### src/sli_pkg.sv
// Shared constants of the front-panel indicator block.
// Assumes a single 20 MHz clock and a word-wide register port.
package sli_pkg;
  // ----------------------------------------------------------------
  // Clock and time base
  // ----------------------------------------------------------------
  localparam int CLK_HZ   = 20_000_000; // System clock rate
  localparam int TICK_MS  = 10;         // Blink time base in ms
  localparam int TICK_CYC = CLK_HZ / 1000 * TICK_MS; // Cycles per tick

  // Half periods and pulse lengths in ms, then in ticks
  localparam int RAPID_HALF_MS = 167;   // About three flashes a second
  localparam int SLOW_HALF_MS  = 500;   // One flash a second
  localparam int ACT_HALF_MS   = 50;    // Activity flicker
  localparam int PULSE_MS      = 150;   // Burst pulse, on and off
  localparam int PAUSE_MS      = 1000;  // Dark gap after a burst
  localparam logic [7:0] RAPID_TICKS = 8'(RAPID_HALF_MS / TICK_MS);
  localparam logic [7:0] SLOW_TICKS  = 8'(SLOW_HALF_MS / TICK_MS);
  localparam logic [7:0] ACT_TICKS   = 8'(ACT_HALF_MS / TICK_MS);
  localparam logic [7:0] PULSE_TICKS = 8'(PULSE_MS / TICK_MS);
  localparam logic [7:0] PAUSE_TICKS = 8'(PAUSE_MS / TICK_MS);

  // Blinker channels and their half periods
  localparam int BL_RAPID = 0;
  localparam int BL_SLOW  = 1;
  localparam int BL_ACT   = 2;
  localparam logic [2:0][7:0] BLINK_HALF =
    {ACT_TICKS, SLOW_TICKS, RAPID_TICKS};

  // ----------------------------------------------------------------
  // Register map (byte addresses)
  // ----------------------------------------------------------------
  localparam logic [7:0] ADDR_CTRL = 8'h00; // Control
  localparam logic [7:0] ADDR_STS  = 8'h04; // Sticky status, W1C
  localparam logic [7:0] ADDR_MASK = 8'h08; // Interrupt mask
  localparam logic [7:0] ADDR_LIVE = 8'h0c; // Live conditions
  localparam logic [7:0] ADDR_RT   = 8'h10; // Run time in ticks
  localparam logic [7:0] ADDR_LCNT = 8'h14; // Fault log fill
  localparam logic [7:0] ADDR_LOG0 = 8'h18; // Newest fault entry
  localparam int         LOG_DEPTH = 5;     // Entries kept

  // Field positions and reset values
  localparam int CTRL_CONF_EN = 0;          // Conflict detect enable
  localparam logic CTRL_RST   = 1'b0;
  localparam int ST_FMT  = 0;               // Data format error
  localparam int ST_HS   = 1;               // Handshake violation
  localparam int ST_CONF = 2;               // Address conflict
  localparam int ST_FAIL = 3;               // Self-test failure
  localparam logic [3:0] MASK_RST = 4'h0;

  // Fault log entry: code in the top nibble, run time below
  localparam int LOG_TIME_W = 28;
  localparam logic [3:0] FC_PARITY  = 4'h1;
  localparam logic [3:0] FC_FRAME   = 4'h2;
  localparam logic [3:0] FC_OVERRUN = 4'h3;
  localparam logic [3:0] FC_HSHAKE  = 4'h4;

  // Synchronised input vector positions
  localparam int NIN       = 15;
  localparam int IN_PEXT   = 0;
  localparam int IN_PPOE   = 1;
  localparam int IN_BOOT   = 2;
  localparam int IN_ADDR   = 3;
  localparam int IN_CONN   = 4;
  localparam int IN_CONF   = 5;
  localparam int IN_PAR    = 6;
  localparam int IN_FRM    = 7;
  localparam int IN_OVR    = 8;
  localparam int IN_HS     = 9;
  localparam int IN_STDONE = 10;
  localparam int IN_STOK   = 11;
  localparam int IN_LINK   = 12;
  localparam int IN_S100   = 13;
  localparam int IN_ACT    = 14;

  // Burst generator states
  typedef enum logic [1:0] {P_IDLE, P_ON, P_OFF, P_PAUSE} sli_burst_t;
endpackage

### src/sli_burst.sv
// Error lamp burst generator: n short pulses, then a long dark gap.
// Assumes a one-cycle tick enable from the owner's divider.
`timescale 1ns/1ps
module sli_burst
(
  input  wire logic       clk,
  input  wire logic       srst,
  input  wire logic       tick,  // Time base enable
  input  wire logic [1:0] count, // Pulses per burst, 0 = dark
  output logic            led    // Lamp drive
);
  sli_pkg::sli_burst_t state_reg;  // Burst phase
  sli_pkg::sli_burst_t state_next;
  logic [7:0]          tcnt_reg;   // Ticks in phase
  logic [7:0]          tcnt_next;
  logic [1:0]          pcnt_reg;   // Pulse number
  logic [1:0]          pcnt_next;
  // Length taken at burst start, so a burst never changes size midway
  logic [1:0]          want_reg;   // Pulses in this burst
  logic [1:0]          want_next;

  // ----------------------------------------------------------------
  // Phase sequencing
  // ----------------------------------------------------------------
  always_comb
  begin
    state_next = state_reg;
    tcnt_next  = tcnt_reg;
    pcnt_next  = pcnt_reg;
    want_next  = want_reg;
    unique case (state_reg)
      sli_pkg::P_IDLE:
      begin
        tcnt_next = 8'h00;
        pcnt_next = 2'h1;
        want_next = count;
        if (count != 2'h0)
          state_next = sli_pkg::P_ON;
      end
      sli_pkg::P_ON:
        if (tick)
        begin
          if (tcnt_reg == sli_pkg::PULSE_TICKS - 8'h01)
          begin
            tcnt_next  = 8'h00;
            state_next = sli_pkg::P_OFF;
          end
          else
            tcnt_next = tcnt_reg + 8'h01;
        end
      sli_pkg::P_OFF:
        if (tick)
        begin
          if (tcnt_reg == sli_pkg::PULSE_TICKS - 8'h01)
          begin
            tcnt_next = 8'h00;
            // Last pulse of the burst leads to the long gap
            if (pcnt_reg >= want_reg)
              state_next = sli_pkg::P_PAUSE;
            else
            begin
              pcnt_next  = pcnt_reg + 2'h1;
              state_next = sli_pkg::P_ON;
            end
          end
          else
            tcnt_next = tcnt_reg + 8'h01;
        end
      sli_pkg::P_PAUSE:
        if (tick)
        begin
          if (tcnt_reg == sli_pkg::PAUSE_TICKS - 8'h01)
            state_next = sli_pkg::P_IDLE;
          else
            tcnt_next = tcnt_reg + 8'h01;
        end
    endcase
    // Pattern withdrawn: go dark at once
    if (count == 2'h0)
      state_next = sli_pkg::P_IDLE;
  end

  always_ff @(posedge clk)
  begin
    if (srst)
    begin
      state_reg <= sli_pkg::P_IDLE;
      tcnt_reg  <= 8'h00;
      pcnt_reg  <= 2'h1;
      want_reg  <= 2'h0;
    end
    else
    begin
      state_reg <= state_next;
      tcnt_reg  <= tcnt_next;
      pcnt_reg  <= pcnt_next;
      want_reg  <= want_next;
    end
  end

  assign led = (state_reg == sli_pkg::P_ON);

  // Gap is dark and never holds more pulses than asked
  pause_dark_a: assert property (@(posedge clk) disable iff (srst)
    (state_reg == sli_pkg::P_PAUSE) |-> (!led && pcnt_reg == want_reg))
    else $error("burst gap lit or wrong pulse count");
endmodule

### src/sli_flog.sv
// Log of the newest serial faults, newest first, shift on write.
// Assumes at most one write per cycle from the owner.
`timescale 1ns/1ps
module sli_flog
(
  input  wire logic        clk,
  input  wire logic        srst,
  input  wire logic        wr_en,   // Store one entry
  input  wire logic [31:0] wr_data, // Code and time stamp
  input  wire logic [2:0]  rd_idx,  // Entry, 0 = newest
  output logic      [31:0] rd_data, // Entry or zero
  output logic      [2:0]  fill     // Entries held
);
  localparam int D = sli_pkg::LOG_DEPTH;
  logic [31:0] mem_reg [D];  // Entry store
  logic [2:0]  fill_reg;     // Entry count
  logic [2:0]  fill_next;

  // ----------------------------------------------------------------
  // Shift store: oldest entry falls off the end
  // ----------------------------------------------------------------
  genvar g;
  generate
    for (g = 0; g < D; g++)
    begin : g_ent
      always_ff @(posedge clk)
      begin
        if (srst)
          mem_reg[g] <= 32'h0;
        else if (wr_en)
          mem_reg[g] <= (g == 0) ? wr_data : mem_reg[(g == 0) ? 0 : g - 1];
      end
    end
  endgenerate

  // Fill count saturates at the depth
  always_comb
  begin
    fill_next = fill_reg;
    if (wr_en && fill_reg != 3'(D))
      fill_next = fill_reg + 3'h1;
  end

  always_ff @(posedge clk)
  begin
    if (srst)
      fill_reg <= 3'h0;
    else
      fill_reg <= fill_next;
  end

  assign fill    = fill_reg;
  assign rd_data = (rd_idx < fill_reg) ? mem_reg[rd_idx] : 32'h0;

  log_fill_a: assert property (@(posedge clk) disable iff (srst)
    wr_en |=> (fill_reg == ($past(fill_reg) == 3'(D) ? 3'(D)
                                                     : $past(fill_reg) + 3'h1))
              && mem_reg[0] == $past(wr_data))
    else $error("fault log did not take the entry");
endmodule

### src/sli_top.sv
// Front-panel lamp logic of a serial device server: power, status,
// error, speed and link lamps, sticky event status and a fault log.
// Assumes all condition inputs may come from other domains and pins.
`timescale 1ns/1ps
module sli_top
#(
  parameter int unsigned TICK_CYC = sli_pkg::TICK_CYC // Cycles per tick
)
(
  input  wire logic        clk,
  input  wire logic        srst,
  input  wire logic [7:0]  reg_addr,
  input  wire logic [31:0] reg_wdata,
  input  wire logic        reg_wr,
  input  wire logic        reg_rd,
  output logic      [31:0] reg_rdata,
  input  wire logic        pwr_ext,       // Terminal supply present
  input  wire logic        pwr_poe,       // Cable supply present
  input  wire logic        booting,       // Boot phase
  input  wire logic        addr_valid,    // Network address assigned
  input  wire logic        conn_valid,    // Port connection open
  input  wire logic        addr_conflict, // Address seen elsewhere
  input  wire logic        rx_parity_err,
  input  wire logic        rx_frame_err,
  input  wire logic        rx_overrun,
  input  wire logic        hs_violation,  // Sending past stop
  input  wire logic        selftest_done,
  input  wire logic        selftest_ok,
  input  wire logic        phy_link,
  input  wire logic        phy_speed100,
  input  wire logic        phy_activity,
  output logic             led_power,
  output logic             led_status,
  output logic             led_error,
  output logic             led_speed,
  output logic             led_link,
  output logic             irq
);
  // ----------------------------------------------------------------
  // Declarations
  // ----------------------------------------------------------------
  logic [sli_pkg::NIN-1:0] s1_reg;      // First sync stage only
  logic [sli_pkg::NIN-1:0] s2_reg;      // Safe copies
  logic [sli_pkg::NIN-1:0] s3_reg;      // Edge reference
  logic [sli_pkg::NIN-1:0] rise;        // Rising edges
  logic [17:0]             tdiv_reg;    // Tick divider
  logic [17:0]             tdiv_next;
  logic                    tick_reg;    // One-cycle tick
  logic                    tick_next;
  logic [2:0][7:0]         bc_reg;      // Blinker counters
  logic [2:0][7:0]         bc_next;
  logic [2:0]              ph_reg;      // Blinker phases
  logic [2:0]              ph_next;
  logic [7:0]              act_reg;     // Recent-traffic hold
  logic [7:0]              act_next;
  logic [27:0]             rt_reg;      // Run time in ticks
  logic [27:0]             rt_next;
  logic                    fail_reg;    // Self-test failed
  logic                    fail_next;
  logic                    ctrl_reg;    // Conflict detect enable
  logic                    ctrl_next;
  logic [3:0]              sts_reg;     // Sticky event status
  logic [3:0]              sts_next;
  logic [3:0]              mask_reg;    // Interrupt mask
  logic [3:0]              mask_next;
  logic [31:0]             rdata_reg;   // Read answer
  logic [31:0]             rdata_next;
  logic [5:0]              led_reg;     // Lamp and irq flops
  logic [5:0]              led_next;
  logic [1:0]              err_cnt;     // Burst length requested
  logic                    burst_led;
  logic                    conf_act;    // Enabled conflict live
  logic                    log_wr;
  logic [3:0]              log_code;
  logic [31:0]             log_rd;
  logic [2:0]              log_fill;
  logic [2:0]              log_idx;
  logic [3:0]              w1c;

  // ----------------------------------------------------------------
  // Input synchronisers; edges compare the second and third stages
  // ----------------------------------------------------------------
  always_ff @(posedge clk)
  begin
    if (srst)
    begin
      s1_reg <= '0;
      s2_reg <= '0;
      s3_reg <= '0;
    end
    else
    begin
      s1_reg <= {phy_activity, phy_speed100, phy_link, selftest_ok,
                 selftest_done, hs_violation, rx_overrun, rx_frame_err,
                 rx_parity_err, addr_conflict, conn_valid, addr_valid,
                 booting, pwr_poe, pwr_ext};
      s2_reg <= s1_reg;
      s3_reg <= s2_reg;
    end
  end
  assign rise = s2_reg & ~s3_reg;

  // ----------------------------------------------------------------
  // Time base, blinkers, run time
  // ----------------------------------------------------------------
  always_comb
  begin
    tick_next = (tdiv_reg == 18'(TICK_CYC - 1));
    tdiv_next = tick_next ? 18'h0 : tdiv_reg + 18'h1;
    rt_next   = tick_reg ? rt_reg + 28'h1 : rt_reg;
    // Traffic keeps the flicker alive for two half periods
    if (s2_reg[sli_pkg::IN_ACT])
      act_next = {sli_pkg::ACT_TICKS[6:0], 1'b0};
    else if (tick_reg && act_reg != 8'h0)
      act_next = act_reg - 8'h01;
    else
      act_next = act_reg;
  end

  genvar g;
  generate
    for (g = 0; g < 3; g++)
    begin : g_blink
      // Each channel toggles its phase every half period
      always_comb
      begin
        bc_next[g] = bc_reg[g];
        ph_next[g] = ph_reg[g];
        if (tick_reg)
        begin
          if (bc_reg[g] == sli_pkg::BLINK_HALF[g] - 8'h01)
          begin
            bc_next[g] = 8'h00;
            ph_next[g] = ~ph_reg[g];
          end
          else
            bc_next[g] = bc_reg[g] + 8'h01;
        end
      end
    end
  endgenerate

  always_ff @(posedge clk)
  begin
    if (srst)
    begin
      tdiv_reg <= 18'h0;
      tick_reg <= 1'b0;
      bc_reg   <= '0;
      ph_reg   <= 3'h0;
      act_reg  <= 8'h00;
      rt_reg   <= 28'h0;
    end
    else
    begin
      tdiv_reg <= tdiv_next;
      tick_reg <= tick_next;
      bc_reg   <= bc_next;
      ph_reg   <= ph_next;
      act_reg  <= act_next;
      rt_reg   <= rt_next;
    end
  end

  // ----------------------------------------------------------------
  // Fault capture and logging
  // ----------------------------------------------------------------
  // One code per cycle; coincident faults keep the worst one only,
  // a trade for a single-port log.
  always_comb
  begin
    log_code = 4'h0;
    if (rise[sli_pkg::IN_HS])
      log_code = sli_pkg::FC_HSHAKE;
    else if (rise[sli_pkg::IN_OVR])
      log_code = sli_pkg::FC_OVERRUN;
    else if (rise[sli_pkg::IN_FRM])
      log_code = sli_pkg::FC_FRAME;
    else if (rise[sli_pkg::IN_PAR])
      log_code = sli_pkg::FC_PARITY;
  end
  // Logging stops once the unit is out of service
  assign log_wr  = (log_code != 4'h0) && !fail_reg;
  assign log_idx = 3'((reg_addr - sli_pkg::ADDR_LOG0) >> 2);

  sli_flog u_flog
  (
    .clk     (clk),
    .srst    (srst),
    .wr_en   (log_wr),
    .wr_data ({log_code, rt_reg}),
    .rd_idx  (log_idx),
    .rd_data (log_rd),
    .fill    (log_fill)
  );

  // ----------------------------------------------------------------
  // Registers: control, sticky status, mask, read answer
  // ----------------------------------------------------------------
  always_comb
  begin
    conf_act  = ctrl_reg && s2_reg[sli_pkg::IN_CONF];
    // Failure is caught once the test reports done without success
    fail_next = fail_reg ||
                (s2_reg[sli_pkg::IN_STDONE] && !s2_reg[sli_pkg::IN_STOK]);
    ctrl_next = ctrl_reg;
    mask_next = mask_reg;
    w1c       = 4'h0;
    if (reg_wr && reg_addr == sli_pkg::ADDR_CTRL)
      ctrl_next = reg_wdata[sli_pkg::CTRL_CONF_EN];
    if (reg_wr && reg_addr == sli_pkg::ADDR_MASK)
      mask_next = reg_wdata[3:0];
    if (reg_wr && reg_addr == sli_pkg::ADDR_STS)
      w1c = reg_wdata[3:0];
    // Clear first, then set, so a new event is never lost to a clear
    sts_next = sts_reg & ~w1c;
    if (!fail_reg)
    begin
      if (|rise[sli_pkg::IN_OVR:sli_pkg::IN_PAR])
        sts_next[sli_pkg::ST_FMT] = 1'b1;
      if (rise[sli_pkg::IN_HS])
        sts_next[sli_pkg::ST_HS] = 1'b1;
      if (conf_act)
        sts_next[sli_pkg::ST_CONF] = 1'b1;
    end
    if (fail_reg)
      sts_next[sli_pkg::ST_FAIL] = 1'b1;
    rdata_next = 32'h0;
    if (reg_rd)
    begin
      unique case (reg_addr)
        sli_pkg::ADDR_CTRL: rdata_next = {31'h0, ctrl_reg};
        sli_pkg::ADDR_STS:  rdata_next = {28'h0, sts_reg};
        sli_pkg::ADDR_MASK: rdata_next = {28'h0, mask_reg};
        sli_pkg::ADDR_LIVE: rdata_next = {17'h0, fail_reg, s2_reg[13:0]};
        sli_pkg::ADDR_RT:   rdata_next = {4'h0, rt_reg};
        sli_pkg::ADDR_LCNT: rdata_next = {29'h0, log_fill};
        8'h18, 8'h1c, 8'h20, 8'h24, 8'h28:
          rdata_next = log_rd;
        default:            rdata_next = 32'h0;
      endcase
    end
  end

  always_ff @(posedge clk)
  begin
    if (srst)
    begin
      fail_reg  <= 1'b0;
      ctrl_reg  <= sli_pkg::CTRL_RST;
      sts_reg   <= 4'h0;
      mask_reg  <= sli_pkg::MASK_RST;
      rdata_reg <= 32'h0;
    end
    else
    begin
      fail_reg  <= fail_next;
      ctrl_reg  <= ctrl_next;
      sts_reg   <= sts_next;
      mask_reg  <= mask_next;
      rdata_reg <= rdata_next;
    end
  end

  // ----------------------------------------------------------------
  // Lamp selection
  // ----------------------------------------------------------------
  // Handshake outranks format in the burst length
  assign err_cnt = sts_reg[sli_pkg::ST_HS]  ? 2'h3 :
                   sts_reg[sli_pkg::ST_FMT] ? 2'h2 : 2'h0;

  sli_burst u_burst
  (
    .clk   (clk),
    .srst  (srst),
    .tick  (tick_reg),
    .count (err_cnt),
    .led   (burst_led)
  );

  // Order in led_reg: irq, link, speed, error, status, power
  always_comb
  begin
    led_next[0] = s2_reg[sli_pkg::IN_PEXT] | s2_reg[sli_pkg::IN_PPOE];
    if (s2_reg[sli_pkg::IN_BOOT] || !s2_reg[sli_pkg::IN_ADDR])
      led_next[1] = ph_reg[sli_pkg::BL_RAPID];
    else if (s2_reg[sli_pkg::IN_CONN])
      led_next[1] = ph_reg[sli_pkg::BL_SLOW];
    else
      led_next[1] = 1'b0;
    if (conf_act)
      led_next[2] = ph_reg[sli_pkg::BL_RAPID];
    else
      led_next[2] = burst_led;
    led_next[3] = s2_reg[sli_pkg::IN_LINK] &
                  s2_reg[sli_pkg::IN_S100];
    if (!s2_reg[sli_pkg::IN_LINK])
      led_next[4] = 1'b0;
    else if (act_reg != 8'h0)
      led_next[4] = ph_reg[sli_pkg::BL_ACT];
    else
      led_next[4] = 1'b1;
    led_next[5] = |(sts_next & mask_reg);
    // Failed self-test overrides every lamp
    if (fail_reg)
      led_next[4:0] = 5'h1f;
  end

  always_ff @(posedge clk)
  begin
    if (srst)
      led_reg <= 6'h00;
    else
      led_reg <= led_next;
  end

  assign led_power  = led_reg[0];
  assign led_status = led_reg[1];
  assign led_error  = led_reg[2];
  assign led_speed  = led_reg[3];
  assign led_link   = led_reg[4];
  assign irq        = led_reg[5];
  assign reg_rdata  = rdata_reg;

  // ----------------------------------------------------------------
  // Checks
  // ----------------------------------------------------------------
  power_lamp_a: assert property (@(posedge clk) disable iff (srst)
    (s2_reg[sli_pkg::IN_PEXT] || s2_reg[sli_pkg::IN_PPOE]) |=> led_power)
    else $error("power lamp dark with supply present");

  test_fail_a: assert property (@(posedge clk) disable iff (srst)
    fail_reg |=> (led_power && led_status && led_error && led_speed
                  && led_link) [*2])
    else $error("self-test failure not shown on all lamps");

  link_off_a: assert property (@(posedge clk) disable iff (srst)
    (!s2_reg[sli_pkg::IN_LINK] && !fail_reg) |=> !led_link && !led_speed)
    else $error("link lamps lit without link");

  link_on_a: assert property (@(posedge clk) disable iff (srst)
    (s2_reg[sli_pkg::IN_LINK] && act_reg == 8'h0 && !fail_reg) |=> led_link)
    else $error("link lamp dark with idle link");

  fmt_latch_a: assert property (@(posedge clk) disable iff (srst)
    (rise[sli_pkg::IN_PAR] && !fail_reg) |=> sts_reg[sli_pkg::ST_FMT]
      ##1 (sts_reg[sli_pkg::ST_FMT] || $past(w1c[sli_pkg::ST_FMT])))
    else $error("format error not latched");

  err_prio_a: assert property (@(posedge clk) disable iff (srst)
    sts_reg[sli_pkg::ST_HS] |-> err_cnt == 2'h3)
    else $error("handshake pattern not preferred");

  irq_level_a: assert property (@(posedge clk) disable iff (srst)
    (|(sts_reg & mask_reg)) |-> ##[0:1] irq)
    else $error("interrupt missing for masked-in status");

  mask_read_a: assert property (@(posedge clk) disable iff (srst)
    (reg_rd && reg_addr == sli_pkg::ADDR_MASK)
      |=> reg_rdata == {28'h0, $past(mask_reg)} ##1 reg_rdata == 32'h0
        || $past(reg_rd))
    else $error("mask read answer wrong");
endmodule

### config.mk
export PLATFORM = sky130hd
export DESIGN_NAME = sli_top
export DESIGN_NICKNAME = d
export VERILOG_FILES = /design/src/sli_pkg.sv /design/src/sli_burst.sv /design/src/sli_flog.sv /design/src/sli_top.sv
export SDC_FILE = /design/constraint.sdc
export NUM_CORES = 1
export LEC_CHECK = 0
export ABC_AREA = 1
export ABC_CLOCK_PERIOD_IN_PS = 5800
export BUFFER_PORTS_ARGS = -buffer_cell sky130_fd_sc_hd__buf_2
export CAP_MARGIN = 20
export CORE_ASPECT_RATIO = 0.9
export CORE_MARGIN = 3
export CORE_UTILIZATION = 55
export DETAILED_ROUTE_END_ITERATION = 7
export GPL_ROUTABILITY_DRIVEN = 0
export PLACE_DENSITY = 0.76
export SLEW_MARGIN = 20
export SYNTH_ARGS = -nofsm -noshare
export SYNTH_HDL_FRONTEND = slang
export SYNTH_SLANG_ARGS = --single-unit
### constraint.sdc
create_clock -name clk -period 5.8 [get_ports clk]
set_input_delay 1.16 -clock clk [delete_from_list [all_inputs] [get_ports clk]]
set_output_delay 1.16 -clock clk [all_outputs]
set_load 0.01 [all_outputs]
==> summary.md, run 1 <==
* leakage power: 6.674 nW
* endpoint of the most critical register-to-register path: u_flog.mem_reg[0][8]$_SDFFCE_PN0P_
* maximum number of pins on one net before global-route repair: 137
* worst reg2reg path startpoint: fail_reg$_SDFF_PP0_
* number of max-cap violations: 0
* Critical Path RT: 6230 ps
* Layout Area Growth over Synthesis: 11.78%
* run status: finished, final reports clean
* DRC marker count from the first detailed-route iteration: 1274
* Pre-Repair DR Iteration Count: 6
* Total Routing Usage GR: 0.2242
* number of top-level design ports: 97
* classification of the worst-slack hold path: reg2reg
* Cell Area, Synth: 14850 µm²
* final count of pins violating max slew: 0
* Tightest Pin Transition: 1081 ps
* number of flip-flops under the largest register name: 155
* Pwr Density: 316.0 nW/µm²
* horizontal die dimension: 179.2 µm
* number of buffers between clock root and the deepest sink: 3
* Clock transition at path regs: 50 ps
* setup slack of the most critical reg-to-reg path: 3270 ps
* maximum operating frequency: 336.6 MHz
* average via count per standard cell: 5.146
* via total after detailed routing: 11636
* CTS tree: yes
* initial cell density of the core: 0.5638
* Setup Viol. Count Final: 0
* count of input and output buffers: 67
* post-route cell area: 16600 µm²
* CTS-repair resized insts: 0
* total clock sinks: 335
* type of the setup path with the least slack: in2reg
* synthesis warning total: 0
* Die Y: 161.9 µm
* highest net fanout along the worst path: 28
* total gr overflow: 0
* top library cells by usage in the layout, fill and taps aside: nor2_1 (413), nand2_1 (347), inv_1 (288)
* number of enable flip-flop cells after synthesis: 155
* ANT cells: 0
* most common library cell in the layout ignoring fill and taps: nor2_1
* crit path DAT: 3400 ps
* H-Tree Level Count: 2
* count of different cell masters after synthesis: 42
* worst slew margin relative to its limit: 0.2794
* synthesized instance count: 1834
* core area: 26350 µm²
* number of hold buffers added after cts: 0
* sequential cell area fraction in the yosys report: 0.5560
* Die Area: 29020 µm²
* leading register cell type out of synthesis: dfxtp_1
* standard-cell rows: 56
* crit path launch: reg_addr[3]
* Max VDD drop: 0.2506 mV
* clock skew after layout: 13.25 ps
* final hold slack: 401.0 ps
* layout net count: 1969
* Inserted Clock Buffers: 36
* insertion delay to the later sink of the worst-skew pair: 500 ps
* final antenna-violating net count: 0
* syn avg cell area: 8.099 µm²
* number of global-route vias before repair: 10843
* Wirelength per Cell: 14.30 µm
* Min Clock Period, post-route: 2971 ps
* fillcell total: 2237
* post-route DRC violation count: 0
* Setup crit end kind: flop
* FF+latch count, synth: 335
* wire length of the first global-routing pass: 52830 µm
* antenna violations before repair: 0
* root buffer selected by CTS: clkbuf_16
* Post-Synthesis Net Count: 1915
* termination of the worst setup path: reg_rdata[10]$_SDFF_PP0_
* final wirelength: 32340 µm
* ratio of cells with drive above 1 in the final layout: 0.07684
* final setup TNS: 0 ps
* post-detail-place hpwl: 20630 µm
* cells on worst reg2reg path: 6
* setup repair after global routing missed its margin: false
* Final Hold Fails: 0
* post-route clock period utilization: 0.5123
* share of async-settable or async-resettable flops after synthesis: 0
* post-CTS setup buffer count: 0
* Hold Startpoint: s1_reg[13]$_SDFF_PP0_
* type of origin of the critical path: input pin
* placed cell area: 15440 µm²
[logic make-up (layout without fill, tap and decap cells)]
family,Yosys count,count (layout),share of synthesized area
simple gates,928,928,0.2575
buf+inv,354,433,0.09266
flops,335,335,0.5560
compound gates,176,176,0.06444
fa+ha+maj,22,22,0.01853
xor+xnor,18,18,0.01061
other cells,1,1,0.0002525
[critical path: stages]
cell,delay (ps)
buf_2,150
nand2_1,260
inv_2,600
nand2_1,490
inv_1,310
a22oi_1,190
o21a_1,150
nor2_1,70
[worst min-delay path by stage]
stage / end / slack, ps / cells past startpoint
after floorplan: s2_reg[0]$_SDFF_PP0_ / 390 / 2
after global placement: s2_reg[14]$_SDFF_PP0_ / 390 / 2
after detailed placement: s2_reg[13]$_SDFF_PP0_ / 390 / 2
after CTS: s2_reg[13]$_SDFF_PP0_ / 400 / 2
after global routing: s2_reg[3]$_SDFF_PP0_ / 410 / 2
final: s2_reg[13]$_SDFF_PP0_ / 400 / 2
[routing by layer]
metal  share of wire  GRT usage
met5               0          0
met3           0.067    0.03249
met4           0.025    0.06852
met1            0.45     0.3214
met2            0.46     0.3556
[cells in the mapped netlist (7+ instances only)]
library cell / number / area (µm²)
a211oi_1: 7 / 52.55
a21oi_1: 66 / 330.3
buf_2: 20 / 100.1
clkbuf_1: 32 / 120.1
dfxtp_1: 180 / 3603
edfxtp_1: 155 / 4654
ha_1: 22 / 275.3
inv_1: 288 / 1081
nand2_1: 349 / 1310
nand3_1: 48 / 240.2
nand4_1: 46 / 287.8
nor2_1: 413 / 1550
nor3_1: 39 / 195.2
nor3b_1: 8 / 60.06
o21ai_0: 74 / 370.4
o22ai_1: 7 / 43.79
xor2_1: 15 / 131.4
[power breakdown]
part	internal (mW)	switching, mW	total (mW)
combinational	0.0888	0.247	0.336
sequential	2.61	0.0404	2.65
clock	1.37	0.899	2.27
[cell type report]
class | instances | area [µm²] | share of cell area
flip-flops and latches | 335 | 8258 | 0.4974
multi-input cells | 1145 | 5243 | 0.3158
inverters | 294 | 1106 | 0.06662
clock buffers | 50 | 984.7 | 0.05931
well taps | 348 | 435.4 | 0.02622
repair buffers | 76 | 402.9 | 0.02427
clock inverters | 13 | 173.9 | 0.01047
[metrics by stage]
step,setup WS [ps],utilization,total power [mW],instances
after floorplan,1560,-,2.930,1834
after global placement,2373,0.5862,3.015,2198
after detailed placement,2318,0.5862,3.029,2198
after CTS,2846,0.6302,5.285,2261
after global routing,2745,0.6302,5.446,2261
final,2829,0.6302,5.247,2261
No activity file was read; power rests on OpenSTA's default activity.
==> inputs of run 2 (changes only) <==
--- a/config.mk
+++ b/config.mk
@@ -6,7 +6,7 @@
 export NUM_CORES = 1
 export LEC_CHECK = 0
 export ABC_AREA = 1
-export ABC_CLOCK_PERIOD_IN_PS = 5800
+export ABC_CLOCK_PERIOD_IN_PS = 2500
 export BUFFER_PORTS_ARGS = -buffer_cell sky130_fd_sc_hd__buf_2
 export CAP_MARGIN = 20
 export CORE_ASPECT_RATIO = 0.9
==> constraint.sdc (replaced) <==
create_clock -name clk -period 2.5 [get_ports clk]
set_input_delay 0.5 -clock clk [delete_from_list [all_inputs] [get_ports clk]]
set_output_delay 0.5 -clock clk [all_outputs]
set_load 0.01 [all_outputs]
==> summary.md, run 2 (synthesis gave the netlist of run 1 again) <==
* antenna violations before repair: 0, unchanged
* maximum number of pins on one net before global-route repair: 93, -32%
* Tightest Pin Transition: 628.3 ps, -452.6 ps
* clock skew after layout: 16.14 ps, +2.895 ps
* final setup TNS: 0 ps, unchanged
* Die Area: 29020 µm², unchanged
* Min Clock Period, post-route: 2194 ps
* Total Routing Usage GR: 0.2280, +0.003876
* Clock transition at path regs: 60 ps, about the same
* number of top-level design ports: 97, unchanged
* cells on worst reg2reg path: 8, +2
* Pre-Repair DR Iteration Count: 6, unchanged
* worst reg2reg path startpoint: s3_reg[7]$_SDFF_PP0_
* Final Hold Fails: 0, unchanged
* post-route cell area: 16760 µm², +0.96%
* number of buffers between clock root and the deepest sink: 3, unchanged
* horizontal die dimension: 179.2 µm, unchanged
* crit path DAT: 2430 ps, -970 ps
* ratio of cells with drive above 1 in the final layout: 0.08619, +0.009346
* Setup Viol. Count Final: 0, unchanged
* Hold Startpoint: rx_overrun
* Inserted Clock Buffers: 36, unchanged
* internal power contribution: 9.316 mW, +130%
* DRC marker count from the first detailed-route iteration: 969, -24%
* total gr overflow: 0, unchanged
* setup repair after global routing missed its margin: false
* count of input and output buffers: 67, unchanged
* CTS-repair resized insts: 0, unchanged
* type of origin of the critical path: flop
* crit path launch: s3_reg[7]$_SDFF_PP0_
* number of global-route vias before repair: 11040, +1.8%
* insertion delay to the later sink of the worst-skew pair: 510 ps, about the same
* H-Tree Level Count: 2, unchanged
* number of max-cap violations: 0, unchanged
* Placed Cells incl. Taps: 2212, +0.64%
* sequential share of power: 0.507, +0.003
* maximum operating frequency: 455.8 MHz
* number of hold buffers added after cts: 0, unchanged
* setup slack of the most critical reg-to-reg path: 310 ps, -2960 ps
* sum of internal, switching and leakage power: 12.10 mW, +130%
* CTS tree: yes
* post-detail-place hpwl: 21610 µm, +4.8%
* leakage power: 6.775 nW, +1.5%
* standard-cell rows: 56, unchanged
* classification of the worst-slack hold path: in2reg
* placed cell area: 15630 µm², +1.2%
* Pwr Density: 721.7 nW/µm², +130%
* post-route clock period utilization: 0.8775
* Critical Path RT: 2730 ps, -3500 ps
* run status: finished, final reports clean
* worst slew margin relative to its limit: 0.5811, +0.3017
* final wirelength: 32850 µm, +1.6%
* termination of the worst setup path: u_flog.mem_reg[4][12]$_SDFFCE_PN0P_
* clock power share: 0.425, -0.007
* post-CTS setup buffer count: 0, unchanged
* highest net fanout along the worst path: 92, +230%
* average via count per standard cell: 5.223, +1.5%
* net switching share of the total power: 0.2299, +0.003807
* root buffer selected by CTS: clkbuf_16
* net switching power: 2.781 mW, +130%
* ANT cells: 0, unchanged
* type of the setup path with the least slack: reg2reg
* top library cells by usage in the layout, fill and taps aside: nor2_1 (413), nand2_1 (347), inv_1 (288)
* layout net count: 1983, +0.71%
* via total after detailed routing: 11877, +2.1%
* Wirelength per Cell: 14.45 µm, +1.0%
* Setup crit end kind: flop
* number of flip-flops under the largest register name: 155, unchanged
* Layout Area Growth over Synthesis: 12.85%
* endpoint of the most critical register-to-register path: u_flog.mem_reg[4][12]$_SDFFCE_PN0P_
* post-route DRC violation count: 0, unchanged
* number of cells in the finished layout apart from fillers: 2274, +0.57%
* Die Y: 161.9 µm, unchanged
* initial cell density of the core: 0.5638, unchanged
* total clock sinks: 335, unchanged
* core area: 26350 µm², unchanged
* wire length of the first global-routing pass: 53780 µm, +1.8%
* final antenna-violating net count: 0, unchanged
* final count of pins violating max slew: 0, unchanged
* combinational cell fraction of total power: 0.068, +0.004
* Max VDD drop: 0.6492 mV, +160%
* most common library cell in the layout ignoring fill and taps: nor2_1
[run 2: changes by cell type in the layout (fill, tap and decap cells not counted), moves of 2 or more]
cell / delta
buf_12: +7
buf_4: +7
clkinv_2: +7
clkbuf_1: -4
clkinv_4: -3
bufinv_16: -2
clkinv_1: -2
[run 2: worst min-delay path by stage]
stage	depth (start not counted)	endpoint	slack, ps
2_1_floorplan	2	s2_reg[0]$_SDFF_PP0_	390
3_3_place_gp	2	s2_reg[14]$_SDFF_PP0_	390
3_5_place_dp	2	s2_reg[4]$_SDFF_PP0_	400
4_1_cts	3	s1_reg[8]$_SDFF_PP0_	180
5_1_grt	3	s1_reg[5]$_SDFF_PP0_	190
6_report	3	s1_reg[8]$_SDFF_PP0_	200
[run 2: per-layer routing]
layer | share of wire | GRT usage
met5 | 0 | 0
met4 | 0.020 | 0.06290
met3 | 0.064 | 0.03483
met2 | 0.47 | 0.3701
met1 | 0.45 | 0.3213
[run 2: final cells by class]
cell class | count | area, µm²
fill | 2223 | 9583
clock buffer | 48 | 1008
multi-input combinational | 1145 | 5238
tap | 348 | 435.4
timing repair buffer | 90 | 595.6
clock inverter | 14 | 121.4
sequential | 335 | 8258
inverter | 294 | 1106
[run 2: critical path, cell delays in order (launching register included)]
cell	delay (ps)
dfxtp_1	310
inv_1	40
nand2_1	80
nand4_1	180
nand2_1	220
nor2_1	130
inv_4	400
buf_12	400
nor2_1	110
[run 2: stage by stage]
step	hold slack, ps	utilization	setup slack (ps)
2_1_floorplan	388.3	-	84.41
3_3_place_gp	391.3	0.5934	337.0
3_5_place_dp	396.2	0.5934	277.2
4_1_cts	183.4	0.6363	301.1
5_1_grt	193.5	0.6363	153.5
6_report	198.2	0.6363	306.2
[run 2: power by group through the flow]
stage | combinational [mW] | sequential [mW] | clock (mW)
final | 0.821 | 6.13 | 5.15
after floorplan | 0.568 | 6.22 | 0
after global routing | 0.931 | 6.15 | 5.45
after global placement | 0.787 | 6.23 | 0
after detailed placement | 0.810 | 6.24 | 0
after CTS | 0.818 | 6.13 | 5.21
==> inputs of run 3 (changes only) <==
--- a/config.mk
+++ b/config.mk
@@ -15,6 +15,7 @@
 export DETAILED_ROUTE_END_ITERATION = 7
 export GPL_ROUTABILITY_DRIVEN = 0
 export PLACE_DENSITY = 0.76
+export SETUP_SLACK_MARGIN = 0.5
 export SLEW_MARGIN = 20
 export SYNTH_ARGS = -nofsm -noshare
 export SYNTH_HDL_FRONTEND = slang
==> summary.md, run 3 (synthesis gave the netlist of run 1 again) <==
* ANT cells: 0, unchanged
* core area: 26350 µm², unchanged
* final hold slack: 194.5 ps, -3.738 ps
* antenna violations before repair: 0, unchanged
* horizontal die dimension: 179.2 µm, unchanged
* type of origin of the critical path: flop
* Die Area: 29020 µm², unchanged
* classification of the worst-slack hold path: in2reg
* Pre-Repair DR Iteration Count: 5, -1
* average via count per standard cell: 5.200, -0.45%
* ratio of cells with drive above 1 in the final layout: 0.09063, +0.004438
* Tightest Pin Transition: 615.1 ps, -13.20 ps
* Placed Cells incl. Taps: 2213, +0.045%
* post-detail-place hpwl: 21330 µm, -1.3%
* setup repair after global routing missed its margin: false
* final setup TNS: 0 ps, unchanged
* Critical Path RT: 2760 ps, +30 ps
* maximum number of pins on one net before global-route repair: 64, -31%
* initial cell density of the core: 0.5638, unchanged
* insertion delay to the later sink of the worst-skew pair: 510 ps, about the same
* global routing usage on met3: 0.03062, -0.004208
* crit path DAT: 2110 ps, -320 ps
* number of buffers between clock root and the deepest sink: 3, unchanged
* root buffer selected by CTS: clkbuf_16
* final wirelength: 32880 µm, about the same
* top library cells by usage in the layout, fill and taps aside: nor2_1 (411), nand2_1 (345), inv_1 (287)
* via total after detailed routing: 11850, -0.23%
* Inserted Clock Buffers: 35, -2.8%
* number of hold buffers added after cts: 0, unchanged
* Die Y: 161.9 µm, unchanged
* maximum operating frequency: 540.2 MHz, +19%
* most common library cell in the layout ignoring fill and taps: nor2_1
* number of max-cap violations: 0, unchanged
* post-route clock period utilization: 0.7404, -0.1371
* setup slack of the most critical reg-to-reg path: 650 ps, +340 ps
* Post-Route Utilization: 0.6399, +0.003609
* highest net fanout along the worst path: 53, -42%
* Setup crit end kind: flop
* total clock sinks: 335, unchanged
* standard-cell rows: 56, unchanged
* count of input and output buffers: 67, unchanged
* biggest cell delay along the critical path: 330 ps, -70 ps
* layer with the highest usage after global routing: met2
* clock skew after layout: 8.936 ps, -7.208 ps
* number of cells in the finished layout apart from fillers: 2279, +0.22%
* Pwr Density: 715.8 nW/µm², -0.81%
* layout net count: 1986, +0.15%
* Total Routing Usage GR: 0.2229, -0.005144
* run status: finished, final reports clean
* final worst slack: 649.0 ps, +342.8 ps
* Max VDD drop: 0.4369 mV, -33%
* Clock transition at path regs: 60 ps, about the same
* Wirelength per Cell: 14.43 µm, -0.13%
* type of the setup path with the least slack: reg2reg
* Critical-path top delay cell: bufinv_8
* Final Hold Fails: 0, unchanged
* worst slew margin relative to its limit: 0.5899, +0.008797
* leakage power: 6.821 nW, +0.68%
* CTS tree: yes
* Min Clock Period, post-route: 1851 ps, -342.8 ps
* total gr overflow: 0, unchanged
* worst path cell trace: inv_1 -> nand2_1 -> nand4_1 -> nand2_2 -> nor2_2 -> bufinv_8 -> buf_16 -> nor2_1
* wire length of the first global-routing pass: 52740 µm, -1.9%
* DRC marker count from the first detailed-route iteration: 1082, +12%
* placed cell area: 15650 µm², +0.13%
* number of top-level design ports: 97, unchanged
* Setup Viol. Count Final: 0, unchanged
* DP Worst Slack: 338.9 ps, +61.71 ps
* Layout Area Growth over Synthesis: 13.49%
* met2 Track Usage GR: 0.3554, -0.01469
* final antenna-violating net count: 0, unchanged
* post-route cell area: 16860 µm², +0.57%
* number of flip-flops under the largest register name: 155, unchanged
* H-Tree Level Count: 2, unchanged
* final count of pins violating max slew: 0, unchanged
* sum of internal, switching and leakage power: 12.07 mW, -0.25%
* number of global-route vias before repair: 10923, -1.1%
* met1 track utilization from global routing: 0.3194, -0.001933
* post-route DRC violation count: 0, unchanged
[run 3: layout make-up]
type / count / area [µm²]
Sequential cell: 335 / 8258
Timing Repair Buffer: 93 / 663.1
Inverter: 294 / 1117
Tap cell: 348 / 435.4
Fill cell: 2250 / 9488
Timing Repair inverter: 1 / 5.005
Clock inverter: 12 / 82.58
Clock buffer: 51 / 1049
Multi-Input combinational cell: 1145 / 5248
[run 3: what timing repair did]
action / CTS / global route
gates resized for setup: 1 / 9
pin swaps: 0 / 1
cloned: 0 / 2
setup buffers: 0 / 1
setup endpoints to repair: 63 / 131
[run 3: worst paths after layout]
path	endpoint	startpoint	depth (start not counted)
worst max register to register	u_flog.mem_reg[1][30]$_SDFFCE_PN0P_	s3_reg[7]$_SDFF_PP0_	8
worst min-delay path	s1_reg[14]$_SDFF_PP0_	phy_activity	3
worst max-delay path	u_flog.mem_reg[1][30]$_SDFFCE_PN0P_	s3_reg[7]$_SDFF_PP0_	8
worst min register to register	s2_reg[12]$_SDFF_PP0_	s1_reg[12]$_SDFF_PP0_	2
[run 3: worst max-delay path: cells and delay by family (launching register included)]
| family | cells | cell delay (ps) |
|---|---|---|
| buf+inv | 3 | 630 |
| flops | 1 | 300 |
| simple gates | 5 | 650 |
[run 3: power by group]
part	internal, mW	switching (mW)	total [mW]	leakage, nW
Clock	3.01	2.08	5.09	0.559
Sequential	6.04	0.0941	6.13	3.14
Combinational	0.255	0.585	0.840	3.13
Total	9.31	2.76	12.1	6.82
[run 3: metal layers]
| metal | share of wire | wire (µm) | up-vias |
|---|---|---|---|
| met5 | 0 | 0 | - |
| met4 | 0.024 | 778 | 0 |
| met3 | 0.066 | 2160 | 64 |
| met2 | 0.46 | 15070 | 409 |
| met1 | 0.45 | 14870 | 5447 |
| li1 | - | - | 5930 |
